$ cat src/aid_map.svh
`ifndef AID_MAP_SVH
`define AID_MAP_SVH
// Behaviour
// RULE_01 - Flags bits 0-3: failure, internal, external, channel
// RULE_02 - Bit 4 aux supply missing, bit 7 parametrization
// RULE_03 - Module class bits 3:0 read 0101b
// RULE_04 - Info bit 4 marks channel information present
// RULE_05 - Extra flags bit 4 internal communication error
// RULE_06 - Channel kind code 71h, bit 7 reserved
// RULE_07 - Eight diagnostic bits per channel
// RULE_08 - Channel count reads eight
// RULE_09 - Summary bit n set on channel n error
// RULE_10 - Channel byte bit 0 parameter error
// RULE_11 - Channel byte bit 6 underflow, 7 overflow
// RULE_12 - Timestamp holds ticker at diagnostic event
// RULE_13 - Ticker starts at zero, counts microseconds
// RULE_14 - Ticker wraps after 2^32-1 as unsigned
// RULE_15 - Error drives channel indicator, no interrupt
// RULE_16 - Any channel flag sets summary and module bit
// RULE_17 - Timestamp loads all 32 bits at once

// Record byte indices
`define AID_IDX_MOD_FLAGS 5'h00
`define AID_IDX_MOD_INFO 5'h01
`define AID_IDX_RSVD_C 5'h02
`define AID_IDX_EXTRA_FLAGS 5'h03
`define AID_IDX_CH_KIND 5'h04
`define AID_IDX_DIAG_BITS 5'h05
`define AID_IDX_CH_COUNT 5'h06
`define AID_IDX_CH_SUMMARY 5'h07
`define AID_IDX_CH_ERR0 5'h08
`define AID_IDX_TSTAMP0 5'h10
`define AID_IDX_LAST 5'h13

// Field positions
`define AID_MF_FAIL 0
`define AID_MF_INT 1
`define AID_MF_EXT 2
`define AID_MF_CHAN 3
`define AID_MF_AUX 4
`define AID_MF_PARM 7
`define AID_XF_COMM 4
`define AID_MI_CHINFO 4
`define AID_CE_PARM 0
`define AID_CE_UNDER 6
`define AID_CE_OVER 7

// Constant values
`define AID_MOD_CLASS_ANALOG 4'h5
`define AID_CH_KIND_AI 7'h71
`define AID_DIAG_BITS 8'h08
`define AID_CH_COUNT 8'h08
`define AID_RESET_BYTE 8'h00

// Ticker timing
`define AID_CLK_PERIOD_PS 5000
`define AID_TICK_PERIOD_PS 1000000
`define AID_TICK_CYCLES (`AID_TICK_PERIOD_PS / `AID_CLK_PERIOD_PS)
`endif

$ cat src/aid_pkg.sv
package aid_pkg;
  typedef logic [7:0] aid_byte_t;
  typedef logic [4:0] aid_idx_t;
  typedef logic [31:0] aid_tick_t;
endpackage

$ cat src/aid_ticker.sv
`timescale 1ns/1ps
`include "aid_map.svh"
module aid_ticker #(
  parameter int CYCLES = `AID_TICK_CYCLES
) (
  input wire logic i_clock,
  input wire logic i_rst_b,
  output aid_pkg::aid_tick_t o_count
);
  import aid_pkg::*;
  localparam int PW = $clog2(CYCLES);
  logic [PW-1:0] pre_r;
  logic [PW-1:0] pre_nxt;
  aid_tick_t cnt_r;
  wire tick = (pre_r == PW'(CYCLES - 1));

  // Elaboration check; a one-cycle prescaler would never leave zero
  if (CYCLES < 2) begin : g_bad_cycles
    $error("aid_ticker: CYCLES must be at least 2");
  end

  assign pre_nxt = tick ? '0 : pre_r + 1'b1;

  always_ff @(posedge i_clock or negedge i_rst_b) begin
    if (!i_rst_b) begin
      pre_r <= '0;
      cnt_r <= '0; // RULE_13
    end else begin
      pre_r <= pre_nxt;
      if (tick) begin
        cnt_r <= cnt_r + 32'h0000_0001; // RULE_14
      end
    end
  end

  assign o_count = cnt_r;

  a_tick_step: assert property (@(posedge i_clock) disable iff (!i_rst_b)
    $past(tick) |-> o_count == $past(o_count) + 32'h0000_0001) // RULE_14
    else $error("ticker did not step");
  a_tick_hold: assert property (@(posedge i_clock) disable iff (!i_rst_b)
    !$past(tick) |-> $stable(o_count)) // RULE_13
    else $error("ticker moved between ticks");
endmodule

$ cat src/aid_ch_err.sv
`timescale 1ns/1ps
`include "aid_map.svh"
module aid_ch_err (
  input wire logic i_clock,
  input wire logic i_rst_b,
  input wire logic i_parm_err,
  input wire logic i_underflow,
  input wire logic i_overflow,
  output aid_pkg::aid_byte_t o_err_byte,
  output logic o_any
);
  import aid_pkg::*;
  aid_byte_t err_r;
  aid_byte_t err_nxt;

  always_comb begin
    err_nxt = `AID_RESET_BYTE;
    err_nxt[`AID_CE_PARM] = i_parm_err; // RULE_10
    err_nxt[`AID_CE_UNDER] = i_underflow; // RULE_11
    err_nxt[`AID_CE_OVER] = i_overflow; // RULE_11
  end

  always_ff @(posedge i_clock or negedge i_rst_b) begin
    if (!i_rst_b) begin
      err_r <= `AID_RESET_BYTE;
    end else begin
      err_r <= err_nxt;
    end
  end

  assign o_err_byte = err_r;
  assign o_any = |err_r; // RULE_16

  a_ch_rsvd: assert property (@(posedge i_clock) disable iff (!i_rst_b)
    o_err_byte[5:1] == 5'h00) // RULE_10
    else $error("reserved channel bits set");
  a_ch_over: assert property (@(posedge i_clock) disable iff (!i_rst_b)
    i_overflow |=> o_err_byte[`AID_CE_OVER] && o_any) // RULE_11
    else $error("overflow not recorded");
endmodule

$ cat src/aid_diag_record.sv
`timescale 1ns/1ps
`include "aid_map.svh"
// Read-only diagnostic record; sources are sampled levels, cleared by the source.
module aid_diag_record #(
  parameter int NUM_CH = 8,
  parameter int TICK_CYCLES = `AID_TICK_CYCLES
) (
  input wire logic i_clock,
  input wire logic i_rst_b,
  input wire logic i_mod_fail,
  input wire logic i_int_err,
  input wire logic i_ext_err,
  input wire logic i_aux_missing,
  input wire logic i_parm_err,
  input wire logic i_comm_err,
  input wire logic [NUM_CH-1:0] i_ch_parm_err,
  input wire logic [NUM_CH-1:0] i_ch_underflow,
  input wire logic [NUM_CH-1:0] i_ch_overflow,
  input wire logic i_rd_en,
  input aid_pkg::aid_idx_t i_rd_idx,
  output aid_pkg::aid_byte_t o_rd_data,
  output logic o_rd_valid,
  output logic [NUM_CH-1:0] o_ch_led,
  output aid_pkg::aid_tick_t o_ticker
);
  import aid_pkg::*;

  if (NUM_CH != 8) begin : g_bad_num_ch
    $error("aid_diag_record: record layout serves eight channels");
  end

  aid_byte_t ch_err [NUM_CH];
  logic [NUM_CH-1:0] ch_any;
  aid_tick_t ticker;
  aid_byte_t mod_flags_r;
  aid_byte_t mod_flags_nxt;
  aid_byte_t extra_flags_r;
  aid_byte_t extra_flags_nxt;
  aid_byte_t summary_r;
  aid_tick_t stamp_r;
  aid_byte_t rd_data_r;
  logic rd_valid_r;
  logic diag_any;
  logic diag_any_d_r;
  logic event_rise;

  aid_ticker #(.CYCLES(TICK_CYCLES)) u_ticker (
    .i_clock(i_clock),
    .i_rst_b(i_rst_b),
    .o_count(ticker)
  );

  genvar g;
  generate
    for (g = 0; g < NUM_CH; g++) begin : g_ch
      aid_ch_err u_ch (
        .i_clock(i_clock),
        .i_rst_b(i_rst_b),
        .i_parm_err(i_ch_parm_err[g]),
        .i_underflow(i_ch_underflow[g]),
        .i_overflow(i_ch_overflow[g]),
        .o_err_byte(ch_err[g]),
        .o_any(ch_any[g])
      );
    end
  endgenerate

  always_comb begin
    mod_flags_nxt = `AID_RESET_BYTE;
    mod_flags_nxt[`AID_MF_FAIL] = i_mod_fail; // RULE_01
    mod_flags_nxt[`AID_MF_INT] = i_int_err; // RULE_01
    mod_flags_nxt[`AID_MF_EXT] = i_ext_err; // RULE_01
    mod_flags_nxt[`AID_MF_CHAN] = |ch_any; // RULE_16
    mod_flags_nxt[`AID_MF_AUX] = i_aux_missing; // RULE_02
    mod_flags_nxt[`AID_MF_PARM] = i_parm_err; // RULE_02
    extra_flags_nxt = `AID_RESET_BYTE;
    extra_flags_nxt[`AID_XF_COMM] = i_comm_err; // RULE_05
  end

  // Event = first flag coming up while no other flag stands; a rising edge only, so a standing error keeps its stamp
  assign diag_any = |mod_flags_nxt | |extra_flags_nxt;
  assign event_rise = diag_any && !diag_any_d_r;

  wire aid_byte_t info_byte = {3'b000, 1'b1, `AID_MOD_CLASS_ANALOG}; // RULE_03 RULE_04
  wire aid_byte_t kind_byte = {1'b0, `AID_CH_KIND_AI}; // RULE_06
  wire aid_idx_t ch_sel = aid_idx_t'(i_rd_idx - `AID_IDX_CH_ERR0);
  wire logic [1:0] ts_sel = i_rd_idx[1:0];

  function automatic aid_byte_t stamp_byte(input aid_tick_t t, input logic [1:0] s);
    stamp_byte = t[8*s +: 8];
  endfunction

  aid_byte_t rd_mux;
  always_comb begin
    if (i_rd_idx == `AID_IDX_MOD_FLAGS) begin
      rd_mux = mod_flags_r;
    end else if (i_rd_idx == `AID_IDX_MOD_INFO) begin
      rd_mux = info_byte;
    end else if (i_rd_idx == `AID_IDX_EXTRA_FLAGS) begin
      rd_mux = extra_flags_r;
    end else if (i_rd_idx == `AID_IDX_CH_KIND) begin
      rd_mux = kind_byte;
    end else if (i_rd_idx == `AID_IDX_DIAG_BITS) begin
      rd_mux = `AID_DIAG_BITS; // RULE_07
    end else if (i_rd_idx == `AID_IDX_CH_COUNT) begin
      rd_mux = `AID_CH_COUNT; // RULE_08
    end else if (i_rd_idx == `AID_IDX_CH_SUMMARY) begin
      rd_mux = summary_r;
    end else if (i_rd_idx >= `AID_IDX_CH_ERR0 && i_rd_idx < `AID_IDX_TSTAMP0) begin
      rd_mux = ch_err[ch_sel[2:0]];
    end else if (i_rd_idx >= `AID_IDX_TSTAMP0 && i_rd_idx <= `AID_IDX_LAST) begin
      rd_mux = stamp_byte(stamp_r, ts_sel);
    end else begin
      rd_mux = `AID_RESET_BYTE;
    end
  end

  always_ff @(posedge i_clock or negedge i_rst_b) begin
    if (!i_rst_b) begin
      mod_flags_r <= `AID_RESET_BYTE;
      extra_flags_r <= `AID_RESET_BYTE;
      summary_r <= `AID_RESET_BYTE;
      stamp_r <= '0;
      diag_any_d_r <= 1'b0;
      rd_data_r <= `AID_RESET_BYTE;
      rd_valid_r <= 1'b0;
    end else begin
      mod_flags_r <= mod_flags_nxt;
      extra_flags_r <= extra_flags_nxt;
      summary_r <= ch_any; // RULE_09 RULE_16
      diag_any_d_r <= diag_any;
      if (event_rise) begin
        stamp_r <= ticker; // RULE_12 RULE_17
      end
      rd_valid_r <= i_rd_en;
      if (i_rd_en) begin
        rd_data_r <= rd_mux;
      end
    end
  end

  // Indicator follows the channel byte; no interrupt output exists by design
  assign o_ch_led = ch_any; // RULE_15
  assign o_rd_data = rd_data_r;
  assign o_rd_valid = rd_valid_r;
  assign o_ticker = ticker;

  a_flag_fail: assert property (@(posedge i_clock) disable iff (!i_rst_b)
    i_mod_fail |=> mod_flags_r[`AID_MF_FAIL]) // RULE_01
    else $error("module failure flag missing");
  a_flag_rsvd: assert property (@(posedge i_clock) disable iff (!i_rst_b)
    mod_flags_r[6:5] == 2'b00 && extra_flags_r[3:0] == 4'h0) // RULE_02
    else $error("reserved flag bits set");
  a_comm_flag: assert property (@(posedge i_clock) disable iff (!i_rst_b)
    i_comm_err |=> extra_flags_r[`AID_XF_COMM]) // RULE_05
    else $error("comm error flag missing");
  a_info_read: assert property (@(posedge i_clock) disable iff (!i_rst_b)
    i_rd_en && i_rd_idx == `AID_IDX_MOD_INFO |=> o_rd_valid && o_rd_data == 8'h15) // RULE_03
    else $error("module info wrong");
  a_kind_read: assert property (@(posedge i_clock) disable iff (!i_rst_b)
    i_rd_en && i_rd_idx == `AID_IDX_CH_KIND |=> o_rd_data == 8'h71) // RULE_06
    else $error("channel kind wrong");
  a_count_read: assert property (@(posedge i_clock) disable iff (!i_rst_b)
    i_rd_en && (i_rd_idx == `AID_IDX_CH_COUNT || i_rd_idx == `AID_IDX_DIAG_BITS)
    |=> o_rd_data == 8'h08) // RULE_08
    else $error("count byte wrong");
  a_summary_chan: assert property (@(posedge i_clock) disable iff (!i_rst_b)
    1'b1 |=> summary_r == $past(ch_any)) // RULE_09
    else $error("summary mismatch");
  a_chan_flag: assert property (@(posedge i_clock) disable iff (!i_rst_b)
    (|ch_any) |=> mod_flags_r[`AID_MF_CHAN]) // RULE_16
    else $error("module channel flag missing");
  a_stamp_load: assert property (@(posedge i_clock) disable iff (!i_rst_b)
    event_rise |=> stamp_r == $past(ticker)) // RULE_12
    else $error("timestamp not captured");
  a_stamp_hold: assert property (@(posedge i_clock) disable iff (!i_rst_b)
    !event_rise |=> $stable(stamp_r)) // RULE_17
    else $error("timestamp changed without event");
endmodule

$ cat config.mk
export PLATFORM = sky130hd
export DESIGN_NAME = aid_diag_record
export DESIGN_NICKNAME = d
export VERILOG_FILES = /design/src/aid_pkg.sv /design/src/aid_ticker.sv /design/src/aid_ch_err.sv /design/src/aid_diag_record.sv
export VERILOG_INCLUDE_DIRS = /design/src
export SDC_FILE = /design/constraint.sdc
export NUM_CORES = 1
export LEC_CHECK = 0
export BUFFER_PORTS_ARGS = -buffer_cell sky130_fd_sc_hd__buf_2
export CORE_MARGIN = 5
export CORE_UTILIZATION = 33
export DETAILED_ROUTE_END_ITERATION = 7
export GPL_ROUTABILITY_DRIVEN = 0
export PLACE_DENSITY_LB_ADDON = 0.05
export SYNTH_ARGS = -nofsm -noshare
export SYNTH_HDL_FRONTEND = slang
export SYNTH_HIERARCHICAL = 1
export SYNTH_SLANG_ARGS = --single-unit
$ cat constraint.sdc
create_clock -name i_clock -period 2.49 [get_ports i_clock]
set_clock_uncertainty 0.15 [all_clocks]
set_input_delay 0.249 -clock i_clock [delete_from_list [all_inputs] [get_ports i_clock]]
set_output_delay 0.249 -clock i_clock [all_outputs]
set_load 0.1 [all_outputs]
Word level (Yosys, flattened, before mapping). Cells that the tools add are included.

Register bits: 121. Logic and storage cells: 63. Input port bits: 38. Output and inout port bits: 49.

Bitwise logic cells: 2. $lt $le $gt $ge: 5. Reductions and logical operators: 15. Shifts and indexed selects: 1. Multiplexer cells: 13. Eq/ne operators: 7. $add $sub $neg: 3.

Operator list (number): two-way mux 8 bit (12); adder 32 x 1 -> 32 bit, second input constant (1); variable part select 32 x 6 -> 8 bit (1); OR reduction 29 bit (1); binary-select mux 8 bit (select 3 bit) (1); OR reduction 24 bit (1); OR reduction 3 bit (8); == test 5 x 3 -> 1 bit, second input constant (4); adder 8 x 1 -> 8 bit, second input constant (1); == test 8 bit, second input constant (1); == test 5 x 1 -> 1 bit, second input constant (1); == test 5 x 2 -> 1 bit, second input constant (1); >= comparator 5 x 4 -> 1 bit, second input constant (1); >= comparator 5 bit, second input constant (1); less-or-equal comparator 5 bit, second input constant (1); logical NOT 5 bit (1); less-than comparator 5 bit, second input constant (1); >= comparator 4 bit, second input constant (1); inverter 3 -> 4 bit (1); logical AND 1 bit (3); subtractor 3 x 1 -> 3 bit, second input constant (1); logical NOT 1 bit (1); OR 1 bit (1).

Depth between registers and ports, before layout.
Depth after elaboration: 13. Gate-level depth with buffers: 7. Gate-level depth less buffers: 5.

By module. Netlist, hierarchy kept.

Modules (own cells, without submodules): aid_diag_record (area each 3340.7 um2, sequential area each 1426.4 um2, cells each 271, times used 1); aid_ticker (area each 1921.8 um2, sequential area each 1001.0 um2, cells each 172, times used 1); aid_ch_err (area each 122.6 um2, sequential area each 75.1 um2, cells each 10, times used 8).

Least setup slack after synthesis. No wires, ideal clock.

Path kind: reg2reg. Start point: register g_ch[3].u_ch.err_r[6]. End point: register stamp_r[11]. Stages on the path, launching flop included: 7. Arrival: 2.568 ns. Required time: 2.214 ns. Setup slack: -0.354 ns. Buffers on the path: 1. Path through: dfrtp_1 > or3_1 > or4_4 > nor2_4 > a31oi_4 > buf_6 > mux2_4.

Word-level cells in the longest chain between the ends: 3.

Ends and longest elaborated chain: start, declared (RTL line aid_ch_err.sv:13) `aid_byte_t err_r;`; start signal, assigned (RTL line aid_ch_err.sv:25) `` err_r <= `AID_RESET_BYTE; ``; start signal, assigned (RTL line aid_ch_err.sv:27) `err_r <= err_nxt;`; OR reduction 29 bit (RTL line aid_diag_record.sv:81) `assign diag_any = |mod_flags_nxt | |extra_flags_nxt;`; OR 1 bit (RTL line aid_diag_record.sv:81); logical AND 1 bit (RTL line aid_diag_record.sv:82) `assign event_rise = diag_any && !diag_any_d_r;`; end signal, assigned (RTL line aid_diag_record.sv:133) `stamp_r <= ticker;`; end, declared (RTL line aid_diag_record.sv:40) `aid_tick_t stamp_r;`.

No other way between the ends. A chain may end at the register's enable or synchronous reset.

Worst setup path in the final report.
Start point: register g_ch[3].u_ch.err_r[6]. End point: register stamp_r[20].

Same word-level chain as after synthesis.

==> impl_metrics.yaml <==
outcome:
  outcome: "completed"
timing:
  layout_setup_ws_ns: 0.0810
  tightest_slew_ns: 0.754
  slew_headroom_pct: 48.5
  min_period_ns: 2.41
  rsz0062_at_grt: "false"
  whs_ns: 0.0342
  finalSetupTns_ns: 0
  finalMaxSlewViolations: 0
  hold_viol_final: 0
  fin_crit_sh_pct: 96.7
  fmax_mhz: 415
  setup_viol: 0
clock_network:
  htreeDepth: 4
  path_clk_slew_ns: 0.05
  hold_buffers: 31
  clock_latency_ns: 0.42
  cts_buffers: 17
  cts_setup_buffers: 0
  cts_root_buf: "clkbuf_16"
  cts_tree: "yes"
  cts_resized: 0
  clockBufferDepth: 2
  cts.sinks: 121
logic_synthesis:
  yosysMostFrequentCell: "dfrtp_1"
  ys_types: 68
  ys_top_cells_by_count: "dfrtp_1, buf_4, mux2_4"
  synth_edf_count: 0
  yosysTopAreaCell: "dfrtp_1"
  seq_area_frac_synth_pct: 48.5
  syn_area_mm2: 0.00624
  synth.top_cell.area_share_pct: 48.5
  yosysWarnings: 6
  async_flop_share_pct: 100
  synthCells: 523
  synthTopCellsByArea: "dfrtp_1, mux2_4, buf_4"
  synth-seq-cells: 121
  synth_area_per_cell_um2: 11.9
  synth_flop_cell: "dfrtp_1"
setup_path:
  crit_path_max_fanout: 32
  cp_data_required_time_ns: 2.64
  reg2regPathDepth: 6
  crit_type: "reg2reg"
  arrival_ns: 2.56
  end_kind: "register"
  start_kind: "register"
grt:
  antenna_found_initial: 0
  grt_pass1_vias: 4596
  grt_max_degree: 51
  globalRouteTotalUtil_pct: 15.7
  grt_overflow: 0
  grt_pass1_wl_um: 26300
layout:
  fin_area_mm2: 0.00767
  antenna_cells: 0
  final_nets: 675
  fin_util_pct: 41.1
  syn_to_final_growth_pct: 22.9
  fill_cells: 1787
  drive_above_1_share_pct: 30.2
  instances_no_fill: 882
placed_design:
  dp_hpwl_um: 12000
  dpl_cell_area_mm2: 0.00679
  dp_slack_ns: 0.0914
  io_buffers: 86
  dp_cells: 819
power_and_ir_drop:
  power_switching_mw: 1.20
  p_int_mw: 3.67
  power.density_mw_per_mm2: 635
  p_clk_share_pct: 48.0
  netSwitchingFraction_pct: 24.6
  p_leak_nw: 3.61
  p_total_mw: 4.87
  seqPwrFrac_pct: 41.8
  irDropWorstVdd_mv: 0.480
  combPwrFrac_pct: 10.2
floorplanning:
  start_util_pct: 33.5
  fp.dieW_um: 148
  dieArea_mm2: 0.0218
  row_count: 50
  io_pins: 87
  fp.dieH_um: 148
  core_mm2: 0.0186
drt:
  post_drt_via_cell_ratio: 4.91
  drc: 0
  wl_per_cell_um: 18.5
  dr.pass1.iters: 4
  finalWirelength_um: 16300
  drtIter0Drc: 291
  vias: 4330
  drtAntennaViolNets: 0
min_path:
  min_path_cells: 1
  hold_class: "in2reg"
flow_run:
  maxCapViolCount: 0
final cells by class:
class                   instances  area (µm²)  share of cell area, %
repair buffers                128         863                   11.3
multi-input cells             358        2880                   37.6
flip-flops and latches        121        3030                   39.5
inverters                       9        33.8                  0.440
well taps                     234         293                   3.82
clock buffers                  24         502                   6.54
clock inverters                 8        67.6                  0.881
final timing paths:
| check | start | endpoint | slack [ns] |
|---|---|---|---|
| worst min-delay path | i_rd_en | o_rd_valid | 0.03 |
| worst max register to register | g_ch[3].u_ch/o_err_byte[6] | stamp_r[20] | 0.08 |
| worst max-delay path | g_ch[3].u_ch/o_err_byte[6] | stamp_r[20] | 0.08 |
| max in group asynchronous | i_rst_b | stamp_r[21] | 1.26 |
| min in group asynchronous | i_rst_b | u_ticker/pre_r[5] | 0.25 |
| worst min register to register | u_ticker/pre_r[0] | u_ticker/pre_r[0] | 0.33 |
power by group through the flow:
| stage | Clock [mW] | Combinational, mW | Sequential [mW] |
|---|---|---|---|
| global route | 2.48 | 0.542 | 2.04 |
| detailed placement | 0 | 0.461 | 2.07 |
| global placement | 0 | 0.459 | 2.07 |
| finish | 2.34 | 0.498 | 2.04 |
| floorplan | 0 | 0.256 | 2.17 |
| CTS | 2.40 | 0.500 | 2.04 |
worst max-delay path: stages, from the launching register on:
cell and delay [ns]:
dfrtp_1 0.38, or3_4 0.39, or4_4 0.55, nor2_4 0.17, a31oi_4 0.10, buf_12 0.21, mux2_4 0.32
kinds of logic (layout without fill, tap and decap cells):
| group | Yosys count | after routing | synth area share (%) |
|---|---|---|---|
| buf+inv | 76 | 169 | 7.88 |
| flops | 121 | 121 | 48.5 |
| simple gates | 158 | 158 | 15.5 |
| xor+xnor | 35 | 35 | 4.91 |
| other cells | 8 | 40 | 0.481 |
| compound gates | 56 | 56 | 6.29 |
| fa+ha+maj | 2 | 2 | 0.401 |
| mux | 67 | 67 | 16.0 |
flip-flops by register name, summed over array words and instances, names as in the netlist:
register	flops
stamp_r	32
u_ticker/o_count	32
g_ch.u_ch/o_err_byte	24
o_rd_data	8
summary_r	8
u_ticker/pre_r	8
mod_flags_r	6
diag_any_d_r	1
extra_flags_r	1
o_rd_valid	1
metal layers:
metal	share of wire, %	GRT usage, %	vias up
li1	-	-	2051
met2	47	24.7	96
met4	2.5	6.48	0
met3	3.9	3.43	27
met5	0	0	-
met1	47	21.1	2156
cell usage in the layout (no fill, tap or decap), types with 3 or more instances in the layout:
cell	instances
and3_1	7
clkbuf_16	17
o22ai_1	5
conb_1	40
nand2_1	19
o21ai_0	11
and4_1	6
dfrtp_1	121
a211oi_1	3
dlygate4sd3_1	31
nand3_1	21
mux2_4	30
a21boi_0	3
xor2_1	20
a31oi_1	6
nor4_1	7
nor2_1	21
and2_1	3
nor3b_1	5
a21oi_1	8
nor3_1	12
nand4_1	13
or3_4	8
mux4_2	14
mux2i_1	20
buf_12	3
xnor2_1	15
clkinv_2	6
mux2_2	3
buf_2	85
nor2b_1	7
clkbuf_8	5
nand3b_1	4
buf_4	9
inv_1	9
No activity file was read; power rests on OpenSTA's default activity.
